File: src/include/asbc_pkg.sv
package asbc_pkg;
    // register byte offsets
    localparam logic [7:0] CFG_OFS = 8'h00;
    localparam logic [7:0] STAT_OFS = 8'h04;
    localparam logic [7:0] STACK_BASE = 8'h80;
    localparam int STACK_DEPTH = 32;
    localparam int PTR_W = 5;
    localparam int CNT_W_DEF = 12;

    // configuration register bits
    localparam int CFG_SEQ_EN_BIT = 0;
    localparam int CFG_BURST_BIT = 1;
    localparam int CFG_PRST_BIT = 2;

    // stack entry field positions
    localparam int STEP_A_LSB = 0;
    localparam int STEP_B_LSB = 4;
    localparam int STEP_END_BIT = 9;
    localparam int STEP_W = 10;

    // status register field positions
    localparam int STAT_BUSY_BIT = 0;
    localparam int STAT_HW_BIT = 1;
    localparam int STAT_BURST_BIT = 2;
    localparam int STAT_SEQ_BIT = 3;
    localparam int STAT_PTR_LSB = 8;
    localparam int STAT_CNT_LSB = 16;
    localparam int STAT_END_LSB = 24;

    // timing
    localparam int CLK_MHZ = 200;
    localparam int T_CONV_NS = 500;
    localparam int T_ACQ_BURST_NS = 250;
    localparam int T_FIRST_EXTRA_NS = 25;
    localparam int FIRST_CYC = ((T_CONV_NS + T_FIRST_EXTRA_NS) * CLK_MHZ
                                + 999) / 1000;
    localparam int NEXT_CYC = ((T_CONV_NS + T_ACQ_BURST_NS) * CLK_MHZ
                               + 999) / 1000;

    typedef struct packed {
        logic step_end;
        logic [4:0] b_sel;
        logic [3:0] a_sel;
    } asbc_step_t;

    typedef struct packed {
        logic burst;
        logic seq_en;
    } asbc_cfg_t;

    typedef struct packed {
        logic valid;
        logic write;
        logic [7:0] addr;
    } asbc_aphase_t;

    typedef enum logic [1:0] {
        ST_IDLE = 2'b01,
        ST_CONV = 2'b10
    } asbc_state_t;

    localparam asbc_cfg_t CFG_RST = '0;
    localparam asbc_step_t STEP_RST = '0;
endpackage : asbc_pkg
File: src/hw/asbc_seq_top.sv
`timescale 1ns/10ps
`default_nettype none
module asbc_seq_top #(
    parameter int CNT_W = 12
) (
    input wire logic hclk,
    input wire logic hresetn,
    input wire logic hsel,
    input wire logic [31:0] haddr,
    input wire logic [1:0] htrans,
    input wire logic hwrite,
    input wire logic [2:0] hsize,
    input wire logic [31:0] hwdata,
    input wire logic hready,
    output logic hreadyout,
    output logic hresp,
    output logic [31:0] hrdata,
    input wire logic hw_mode_pin,
    input wire logic burst_pin,
    input wire logic seq_enable_pin,
    input wire logic [2:0] channel_range_pins,
    input wire logic conversion_trigger,
    output logic busy,
    output logic conv_start,
    output logic [3:0] a_side_channel_select,
    output logic [4:0] b_side_channel_select,
    input wire logic [15:0] adc_a_data,
    input wire logic [15:0] adc_b_data,
    input wire logic result_read,
    output logic result_valid,
    output logic [31:0] result_data
);
    import asbc_pkg::*;

    localparam int FIRST_L = FIRST_CYC;

    // bus slave state
    asbc_aphase_t aph_r, aph_nxt;
    asbc_cfg_t cfg_r, cfg_nxt;
    asbc_step_t stack_r [STACK_DEPTH];
    logic prst;
    logic stack_we;
    logic [PTR_W-1:0] stack_widx;

    // strap state
    logic strap_done_r, strap_done_nxt;
    logic hw_mode_r, hw_mode_nxt;
    logic hw_burst_r, hw_burst_nxt;
    logic hw_seq_r, hw_seq_nxt;
    logic [2:0] end_pair_r, end_pair_nxt;

    // sequencer state
    asbc_state_t state_r, state_nxt;
    logic [PTR_W-1:0] ptr_r, ptr_nxt;
    logic [2:0] end_act_r, end_act_nxt;
    logic burst_act_r, burst_act_nxt;
    logic trig_prev_r;
    logic start_r, start_nxt;
    logic [5:0] wr_idx_r, wr_idx_nxt;
    logic [5:0] rd_idx_r, rd_idx_nxt;
    logic [31:0] res_mem [STACK_DEPTH];

    logic trig_rise;
    logic seq_on;
    logic burst_on;
    logic last_step;
    logic step_done;
    logic tmr_load;
    logic [CNT_W-1:0] tmr_count;
    asbc_step_t cur_step;

    assign hreadyout = 1'b1;
    assign hresp = 1'b0;

    always_comb begin
        aph_nxt = aph_r;
        if (hready) begin
            aph_nxt.valid = hsel && htrans[1];
            aph_nxt.write = hwrite;
            aph_nxt.addr = haddr[7:0];
        end
    end

    // data-phase register write
    always_comb begin
        cfg_nxt = cfg_r;
        prst = 1'b0;
        stack_we = 1'b0;
        stack_widx = aph_r.addr[6:2];
        if (aph_r.valid && aph_r.write) begin
            if (aph_r.addr == CFG_OFS) begin
                cfg_nxt.seq_en = hwdata[CFG_SEQ_EN_BIT];
                cfg_nxt.burst = hwdata[CFG_BURST_BIT];
                prst = hwdata[CFG_PRST_BIT];
            end else if (aph_r.addr[7]) begin
                stack_we = 1'b1;
            end
        end
    end

    always_ff @(posedge hclk or negedge hresetn) begin
        if (!hresetn) begin
            aph_r <= '0;
            cfg_r <= CFG_RST;
        end else begin
            aph_r <= aph_nxt;
            cfg_r <= cfg_nxt;
        end
    end

    always_ff @(posedge hclk or negedge hresetn) begin
        if (!hresetn) begin
            for (int i = 0; i < STACK_DEPTH; i++) begin
                stack_r[i] <= STEP_RST;
            end
        end else if (stack_we) begin
            stack_r[stack_widx] <= hwdata[STEP_W-1:0];
        end
    end

    always_comb begin
        hrdata = '0;
        if (aph_r.valid && !aph_r.write) begin
            if (aph_r.addr == CFG_OFS) begin
                hrdata[CFG_SEQ_EN_BIT] = cfg_r.seq_en;
                hrdata[CFG_BURST_BIT] = cfg_r.burst;
            end else if (aph_r.addr == STAT_OFS) begin
                hrdata[STAT_BUSY_BIT] = busy;
                hrdata[STAT_HW_BIT] = hw_mode_r;
                hrdata[STAT_BURST_BIT] = burst_on;
                hrdata[STAT_SEQ_BIT] = seq_on;
                hrdata[STAT_PTR_LSB +: PTR_W] = ptr_r;
                hrdata[STAT_CNT_LSB +: 6] = wr_idx_r;
                hrdata[STAT_END_LSB +: 3] = end_pair_r;
            end else if (aph_r.addr[7]) begin
                hrdata[STEP_W-1:0] = stack_r[aph_r.addr[6:2]];
            end
        end
    end

    // straps are caught on the first edge after reset release; the end pair is also reloaded from the pins while busy
    always_comb begin
        strap_done_nxt = 1'b1;
        hw_mode_nxt = hw_mode_r;
        hw_burst_nxt = hw_burst_r;
        hw_seq_nxt = hw_seq_r;
        end_pair_nxt = end_pair_r;
        if (!strap_done_r) begin
            hw_mode_nxt = hw_mode_pin;
            hw_seq_nxt = seq_enable_pin;
            hw_burst_nxt = burst_pin && seq_enable_pin;
            end_pair_nxt = channel_range_pins;
        end else if (busy) begin
            end_pair_nxt = channel_range_pins;
        end
    end

    always_ff @(posedge hclk or negedge hresetn) begin
        if (!hresetn) begin
            strap_done_r <= 1'b0;
            hw_mode_r <= 1'b0;
            hw_burst_r <= 1'b0;
            hw_seq_r <= 1'b0;
            end_pair_r <= '0;
        end else begin
            strap_done_r <= strap_done_nxt;
            hw_mode_r <= hw_mode_nxt;
            hw_burst_r <= hw_burst_nxt;
            hw_seq_r <= hw_seq_nxt;
            end_pair_r <= end_pair_nxt;
        end
    end

    assign seq_on = hw_mode_r ? hw_seq_r : cfg_r.seq_en;
    assign burst_on = hw_mode_r ? hw_burst_r
                                : (cfg_r.burst && cfg_r.seq_en);
    assign trig_rise = conversion_trigger && !trig_prev_r;
    assign cur_step = stack_r[ptr_r];

    // the step that ends the sequence
    always_comb begin
        if (!seq_on) begin
            last_step = 1'b1;
        end else if (hw_mode_r) begin
            last_step = (ptr_r == {2'b00, end_act_r});
        end else begin
            last_step = cur_step.step_end
                        || (ptr_r == PTR_W'(STACK_DEPTH - 1));
        end
    end

    always_comb begin
        a_side_channel_select = '0;
        b_side_channel_select = '0;
        if (seq_on && hw_mode_r) begin
            a_side_channel_select = {1'b0, ptr_r[2:0]};
            b_side_channel_select = {2'b00, ptr_r[2:0]};
        end else if (seq_on) begin
            a_side_channel_select = cur_step.a_sel;
            b_side_channel_select = cur_step.b_sel;
        end
    end

    always_comb begin
        state_nxt = state_r;
        ptr_nxt = ptr_r;
        end_act_nxt = end_act_r;
        burst_act_nxt = burst_act_r;
        start_nxt = 1'b0;
        wr_idx_nxt = wr_idx_r;
        rd_idx_nxt = rd_idx_r;
        tmr_load = 1'b0;
        tmr_count = CNT_W'(FIRST_CYC);
        if (result_read && result_valid) begin
            rd_idx_nxt = rd_idx_r + 6'h01;
        end
        unique case (state_r)
            ST_IDLE: begin
                if (trig_rise && strap_done_r) begin
                    state_nxt = ST_CONV;
                    burst_act_nxt = burst_on;
                    end_act_nxt = end_pair_r;
                    start_nxt = 1'b1;
                    tmr_load = 1'b1;
                    wr_idx_nxt = '0;
                    rd_idx_nxt = '0;
                end
            end
            ST_CONV: begin
                // trigger edges here are not looked at
                if (step_done) begin
                    wr_idx_nxt = wr_idx_r + 6'h01;
                    ptr_nxt = last_step ? '0 : ptr_r + 1'b1;
                    if (burst_act_r && !last_step) begin
                        start_nxt = 1'b1;
                        tmr_load = 1'b1;
                        tmr_count = CNT_W'(NEXT_CYC);
                    end else begin
                        state_nxt = ST_IDLE;
                    end
                end
            end
        endcase
        if (prst) begin
            state_nxt = ST_IDLE;
            ptr_nxt = '0;
            start_nxt = 1'b0;
            wr_idx_nxt = '0;
            rd_idx_nxt = '0;
        end
    end

    always_ff @(posedge hclk or negedge hresetn) begin
        if (!hresetn) begin
            state_r <= ST_IDLE;
            ptr_r <= '0;
            end_act_r <= '0;
            burst_act_r <= 1'b0;
            trig_prev_r <= 1'b0;
            start_r <= 1'b0;
            wr_idx_r <= '0;
            rd_idx_r <= '0;
        end else begin
            state_r <= state_nxt;
            ptr_r <= ptr_nxt;
            end_act_r <= end_act_nxt;
            burst_act_r <= burst_act_nxt;
            trig_prev_r <= conversion_trigger;
            start_r <= start_nxt;
            wr_idx_r <= wr_idx_nxt;
            rd_idx_r <= rd_idx_nxt;
        end
    end

    // results are stored in step order
    always_ff @(posedge hclk) begin
        if (state_r == ST_CONV && step_done && !prst) begin
            res_mem[wr_idx_r[PTR_W-1:0]] <= {adc_a_data, adc_b_data};
        end
    end

    assign busy = (state_r == ST_CONV);
    assign conv_start = start_r;
    assign result_valid = !busy && (rd_idx_r < wr_idx_r);
    assign result_data = res_mem[rd_idx_r[PTR_W-1:0]];

    asbc_step_timer #(
        .CNT_W(CNT_W)
    ) u_timer (
        .hclk(hclk),
        .hresetn(hresetn),
        .load(tmr_load),
        .abort(prst),
        .count(tmr_count),
        .done(step_done)
    );

    busy_start_a: assert property (@(posedge hclk) disable iff (!hresetn)
        (state_r == ST_IDLE && trig_rise && strap_done_r && !prst)
        |=> busy && conv_start)
        else $error("busy did not rise on trigger edge");

    first_time_a: assert property (@(posedge hclk) disable iff (!hresetn)
        ($rose(busy) && !prst) |-> ##(FIRST_L - 1) (step_done || !busy))
        else $error("first conversion time wrong");

    ignore_trig_a: assert property (@(posedge hclk) disable iff (!hresetn)
        (busy && trig_rise && !step_done && !prst)
        |=> $stable(ptr_r) && busy)
        else $error("trigger during busy disturbed sequence");

    wrap_ptr_a: assert property (@(posedge hclk) disable iff (!hresetn)
        (busy && step_done && last_step) |=> ptr_r == '0)
        else $error("pointer did not wrap after last step");

    burst_go_a: assert property (@(posedge hclk) disable iff (!hresetn)
        (busy && step_done && burst_act_r && !last_step && !prst)
        |=> busy && conv_start && ptr_r == $past(ptr_r) + 1'b1)
        else $error("burst did not continue");

    single_step_a: assert property (@(posedge hclk) disable iff (!hresetn)
        (busy && step_done && !burst_act_r) |=> !busy)
        else $error("non-burst converted more than one step");

    part_reset_a: assert property (@(posedge hclk) disable iff (!hresetn)
        prst |=> ptr_r == '0 && !busy && $stable(stack_r[0]))
        else $error("partial reset did not zero pointer");

    strap_hold_a: assert property (@(posedge hclk) disable iff (!hresetn)
        $past(strap_done_r) |-> $stable(hw_burst_r) && $stable(hw_mode_r))
        else $error("strap setting changed after release");

    hw_burst_a: assert property (@(posedge hclk) disable iff (!hresetn)
        hw_burst_r |-> hw_seq_r)
        else $error("hardware burst without sequencer enable");

    read_gate_a: assert property (@(posedge hclk) disable iff (!hresetn)
        busy |-> !result_valid)
        else $error("result offered while busy");
endmodule : asbc_seq_top
`default_nettype wire

File: src/hw/asbc_step_timer.sv
`timescale 1ns/10ps
`default_nettype none
module asbc_step_timer #(
    parameter int CNT_W = 12
) (
    input wire logic hclk,
    input wire logic hresetn,
    input wire logic load,
    input wire logic abort,
    input wire logic [CNT_W-1:0] count,
    output logic done
);
    logic [CNT_W-1:0] cnt_r;
    logic [CNT_W-1:0] cnt_nxt;
    logic run_r;
    logic run_nxt;

    assign done = run_r && (cnt_r == {{(CNT_W-1){1'b0}}, 1'b1});

    always_comb begin
        cnt_nxt = cnt_r;
        run_nxt = run_r;
        if (abort) begin
            run_nxt = 1'b0;
        end else if (load) begin
            cnt_nxt = count;
            run_nxt = 1'b1;
        end else if (done) begin
            run_nxt = 1'b0;
        end else if (run_r) begin
            cnt_nxt = cnt_r - {{(CNT_W-1){1'b0}}, 1'b1};
        end
    end

    always_ff @(posedge hclk or negedge hresetn) begin
        if (!hresetn) begin
            cnt_r <= '0;
            run_r <= 1'b0;
        end else begin
            cnt_r <= cnt_nxt;
            run_r <= run_nxt;
        end
    end
endmodule : asbc_step_timer
`default_nettype wire

File: config.mk
export PLATFORM = sky130hd
export DESIGN_NAME = asbc_seq_top
export DESIGN_NICKNAME = d
export VERILOG_FILES = /design/src/include/asbc_pkg.sv /design/src/hw/asbc_seq_top.sv /design/src/hw/asbc_step_timer.sv
export SDC_FILE = /design/constraint.sdc
export NUM_CORES = 2
export LEC_CHECK = 0
export BUFFER_PORTS_ARGS = -buffer_cell sky130_fd_sc_hd__buf_2
export CAP_MARGIN = 20
export CORE_ASPECT_RATIO = 0.6
export CORE_MARGIN = 2
export CORE_UTILIZATION = 67
export DETAILED_ROUTE_END_ITERATION = 7
export PLACE_DENSITY_LB_ADDON = 0.2
export SYNTH_ARGS = -nofsm -noshare
export SYNTH_HDL_FRONTEND = slang
export SYNTH_SLANG_ARGS = --single-unit
File: constraint.sdc
create_clock -name hclk -period 9.1 [get_ports hclk]
set_input_delay 0.455 -clock hclk [delete_from_list [all_inputs] [get_ports hclk]]
set_output_delay 0.455 -clock hclk [all_outputs]
set_load 0.02 [all_outputs]
==> metrics.md <==
| Metric | Value |
|---|---|
| Status | complete, no violations |
| Avg WL per Cell | 36.4 um |
| Die Area | 0.0907 sq mm |
| DPL Wire Length | 84.9 mm |
| Area grow syn2layout | 10.5% |
| Synth async-reset ratio | 0.269 |
| Pwr Density | 238 mW/mm^2 |
| Most common cell after layout, fill and taps aside | edfxtp_1 |
| Average size of a mapped cell | 20.1 sq um |
| Worst path slowest cell | dfrtp_4 |
| Synth Instances | 2,933 |
| Combinational share of power | 0.192 |
| Max Cap Violations | 0 |
| Nets | 3,192 |
| Initial Util | 0.676 |
| Final instance area | 0.0653 sq mm |
| Area after DPL | 0.0610 sq mm |
| CTS root buffer | clkbuf_16 |
| First-pass GRT wire length | between 200 and 250 mm |
| Hold path start | hready |
| Clock skew | 0.0400 ns |
| Skew-Pair Late Insertion Delay | ~0.75 ns |
| Met2 Use GR | 0.527 |
| Gpl congestion | approximately 0.91 |
| Final Non-Filler Cells | approximately 4,300 |
| CTS tree | done |
| Grt met1 use | 0.525 |
| Setup TNS | 0 ns |
| Die height | 234 um |
| Drt drc | 0 |
| Sw Share | 0.257 |
| GRT overflow | 0 |
| Post-synth EDFFs | 1,024 |
| Unrepaired setup endpoints after global routing | no |
| Initial antenna violation count | 9 |
| Least-Margin Pin Slew | 1.34 ns |
| Vias | 32,207 |
| Crit-path cells | buf_4 > buf_12 > mux4_2 > mux4_2 > mux2_2 > buf_2 |
| Yosys top cell area share | 0.520 |
| Slew headroom | 0.105 |
| Worst R2R Start | aph_r[4]$_DFFE_PN0P_ |
| CP Capture Type | primary output |
| Met3 Resource Use GR | 0.104 |
| Placed cells | 4,085 |
| Critical path arrival | 4.84 ns |
| H-tree Lvls | 3 |
| WP buf/inv | 3 |
| Commonest cells after routing, fill and taps aside | edfxtp_1, mux4_2, dfrtp_1 |
| Sequential area share after synthesis | 0.680 |
| Reg clk slew, reported paths | 0.07 ns |
| Post_cts resized | 0 |
| Most used cell, CP | mux4_2 |
| Final worst-path cycle share | 0.582 |
| Via/cell ratio | 7.44 |
| CTS Buffer Depth | 3 |
| # clock sinks | roughly 1,400 |
| Yosys warns | 0 |
| DR iter-0 viols | roughly 5,100 |
| Critical path origin | rd_idx_r[0]$_DFF_PN0_ |
| CP Class | reg2out |
| Netlist cell types | 68 |
| Total iterations of the first detailed-routing run | 6 |
| Final Util | 0.747 |
| Max Freq | 189 MHz |
| Critical Path Source Type | flip-flop |
| Synth area leader | edfxtp_1 |
| Psw | 4.00 mW |
| Clk pwr share | 0.342 |
| Vias in the first global route | 32,828 |
| CP max FO | about 120 |
| Slowest stage delay, CP | a little over 0.8 ns |
| Num ports | 192 |
| Width of the die | 387 um |
| Sequential power share | 0.466 |
| FP Rows | 84 |
| Peak VDD IR | 0.255 mV |
| Count of final setup violators | 0 |
| Hold Crit Class | in2reg |
| Post-synthesis sequential element count | 1,401 |
| Final Critical Period | 5.30 ns |
| Final wirelength | roughly 160 mm |
| Number of routed nets with antenna violations | 0 |
| Required @ worst endpoint | just under 9 ns |
| Hold Violations, Final | 0 |
| Cts bufs inserted | 117 |
| Largest net degree at the start of global routing | 166 |
| Most used DFF post-synth | edfxtp_1 |
| Cell family contributing the most delay on the critical path | buffers and inverters |
| GR peak layer | met2 |
| Final slew viol count | 0 |
| Core area | 0.0874 sq mm |
| IO buf count | 129 |
| Internal power | 11.5 mW |
| All-Layer GR Usage | 0.356 |
| LEAKAGE | 22.4 nW |
| Cell area after synthesis | 0.0591 sq mm |
| Layout cell share with drive strength beyond 1 | 0.408 |
| Largest cells by area after synthesis | edfxtp_1, mux4_2, dfrtp_1 |
metal layers:
metal,wire length [um],vias to the layer above
li1,-,12265
met1,58900,17031
met2,72700,2563
met3,20900,340
met4,4780,8
met5,54,-
cells in the mapped netlist (all sizes together), types with 2 or more instances:
library cell	count
edfxtp	1024
mux4	496
dfrtp	376
mux2	360
clkbuf	126
nor2	98
buf	82
nand2	74
o21ai	44
a22oi	35
nand3	21
inv	18
nor3	18
ha	14
a21oi	12
a31oi	12
mux2i	12
nand4	12
and2	10
xnor2	9
and3	7
nand2b	7
a22o	6
nand3b	6
a21o	5
a221oi	5
or3	5
a211oi	3
and3b	3
nor3b	3
or2	3
a222oi	2
a41oi	2
conb	2
nor4	2
nor4b	2
o22ai	2
xor2	2
power groups by stage:
stage / logic [mW] / registers [mW] / clock network [mW]
4_1_cts: 2.98 / 7.24 / 5.35
6_report: 2.99 / 7.25 / 5.31
2_1_floorplan: 2.29 / 7.24 / 0
3_3_place_gp: 2.81 / 7.34 / 0
3_5_place_dp: 2.89 / 7.37 / 0
5_1_grt: 3.14 / 7.27 / 5.57
path summary, 6_finish.rpt:
| check | to | slack (ns) | cells after the start |
|---|---|---|---|
| min in group asynchronous | stack_r[238]$_DFFE_PN0P_ | 0.35 | 2 |
| hold / removal | aph_r[9]$_DFFE_PN0P_ | 0.11 | 2 |
| setup / recovery | result_data[9] | 3.80 | 6 |
| setup reg to reg | res_mem[4][23]$_DFFE_PP_ | 4.53 | 8 |
| hold reg to reg | aph_r[0]$_DFFE_PN0P_ | 0.50 | 1 |
| max in group asynchronous | rd_idx_r[3]$_DFF_PN0_ | 7.22 | 3 |
through the flow:
stage / worst slack, ns / total power [mW] / hold slack (ns)
6_report: 3.80 / 15.5 / 0.107
5_1_grt: 3.51 / 16.0 / 0.0948
4_1_cts: 3.76 / 15.6 / 0.0716
3_5_place_dp: 4.56 / 10.3 / 0.487
3_3_place_gp: 4.55 / 10.2 / 0.475
2_1_floorplan: 5.43 / 9.52 / 0.159
what timing repair did:
| action | 4_1_cts | 5_1_grt |
|---|---|---|
| hold buffers | 19 | 0 |
| endpoints found under the hold margin | 134 | 0 |
| setup buffers | 0 | 0 |
sequential cells by signal, summed over array words and instances, names as in the netlist:
name and count:
res_mem 1024, conv_start 1, hw_mode_r 1, burst_act_r 1
wr_idx_r 6, u_timer.run_r 1, stack_r 320, end_pair_r 3
cfg_r 2, hw_burst_r 1, rd_idx_r 6, strap_done_r 1
trig_prev_r 1, u_timer.cnt_r 12, state_r 2, end_act_r 3
hw_seq_r 1, aph_r 10, ptr_r 5
cells by family after synthesis:
group | after synthesis | synth area share
other | 2 | 0.000127
buffers and inverters | 227 | 0.0170
adders and majority gates | 14 | 0.00296
DFF | 1401 | 0.680
AOI/OAI and AO/OA | 135 | 0.0154
muxes | 868 | 0.260
xor gates and xnor gates | 11 | 0.00163
and+or+nand+nor | 275 | 0.0231
final cells by class:
type,count,area (sq um)
sequential,1401,40200
fill,4609,22200
multi-input combinational,1316,18200
clock buffer,143,3100
tap,1161,1450
timing repair buffer,209,1370
clock inverter,76,881
inverter,19,71.3
antenna,4,10.0
Note: power is estimated with default switching activity, not from simulation.
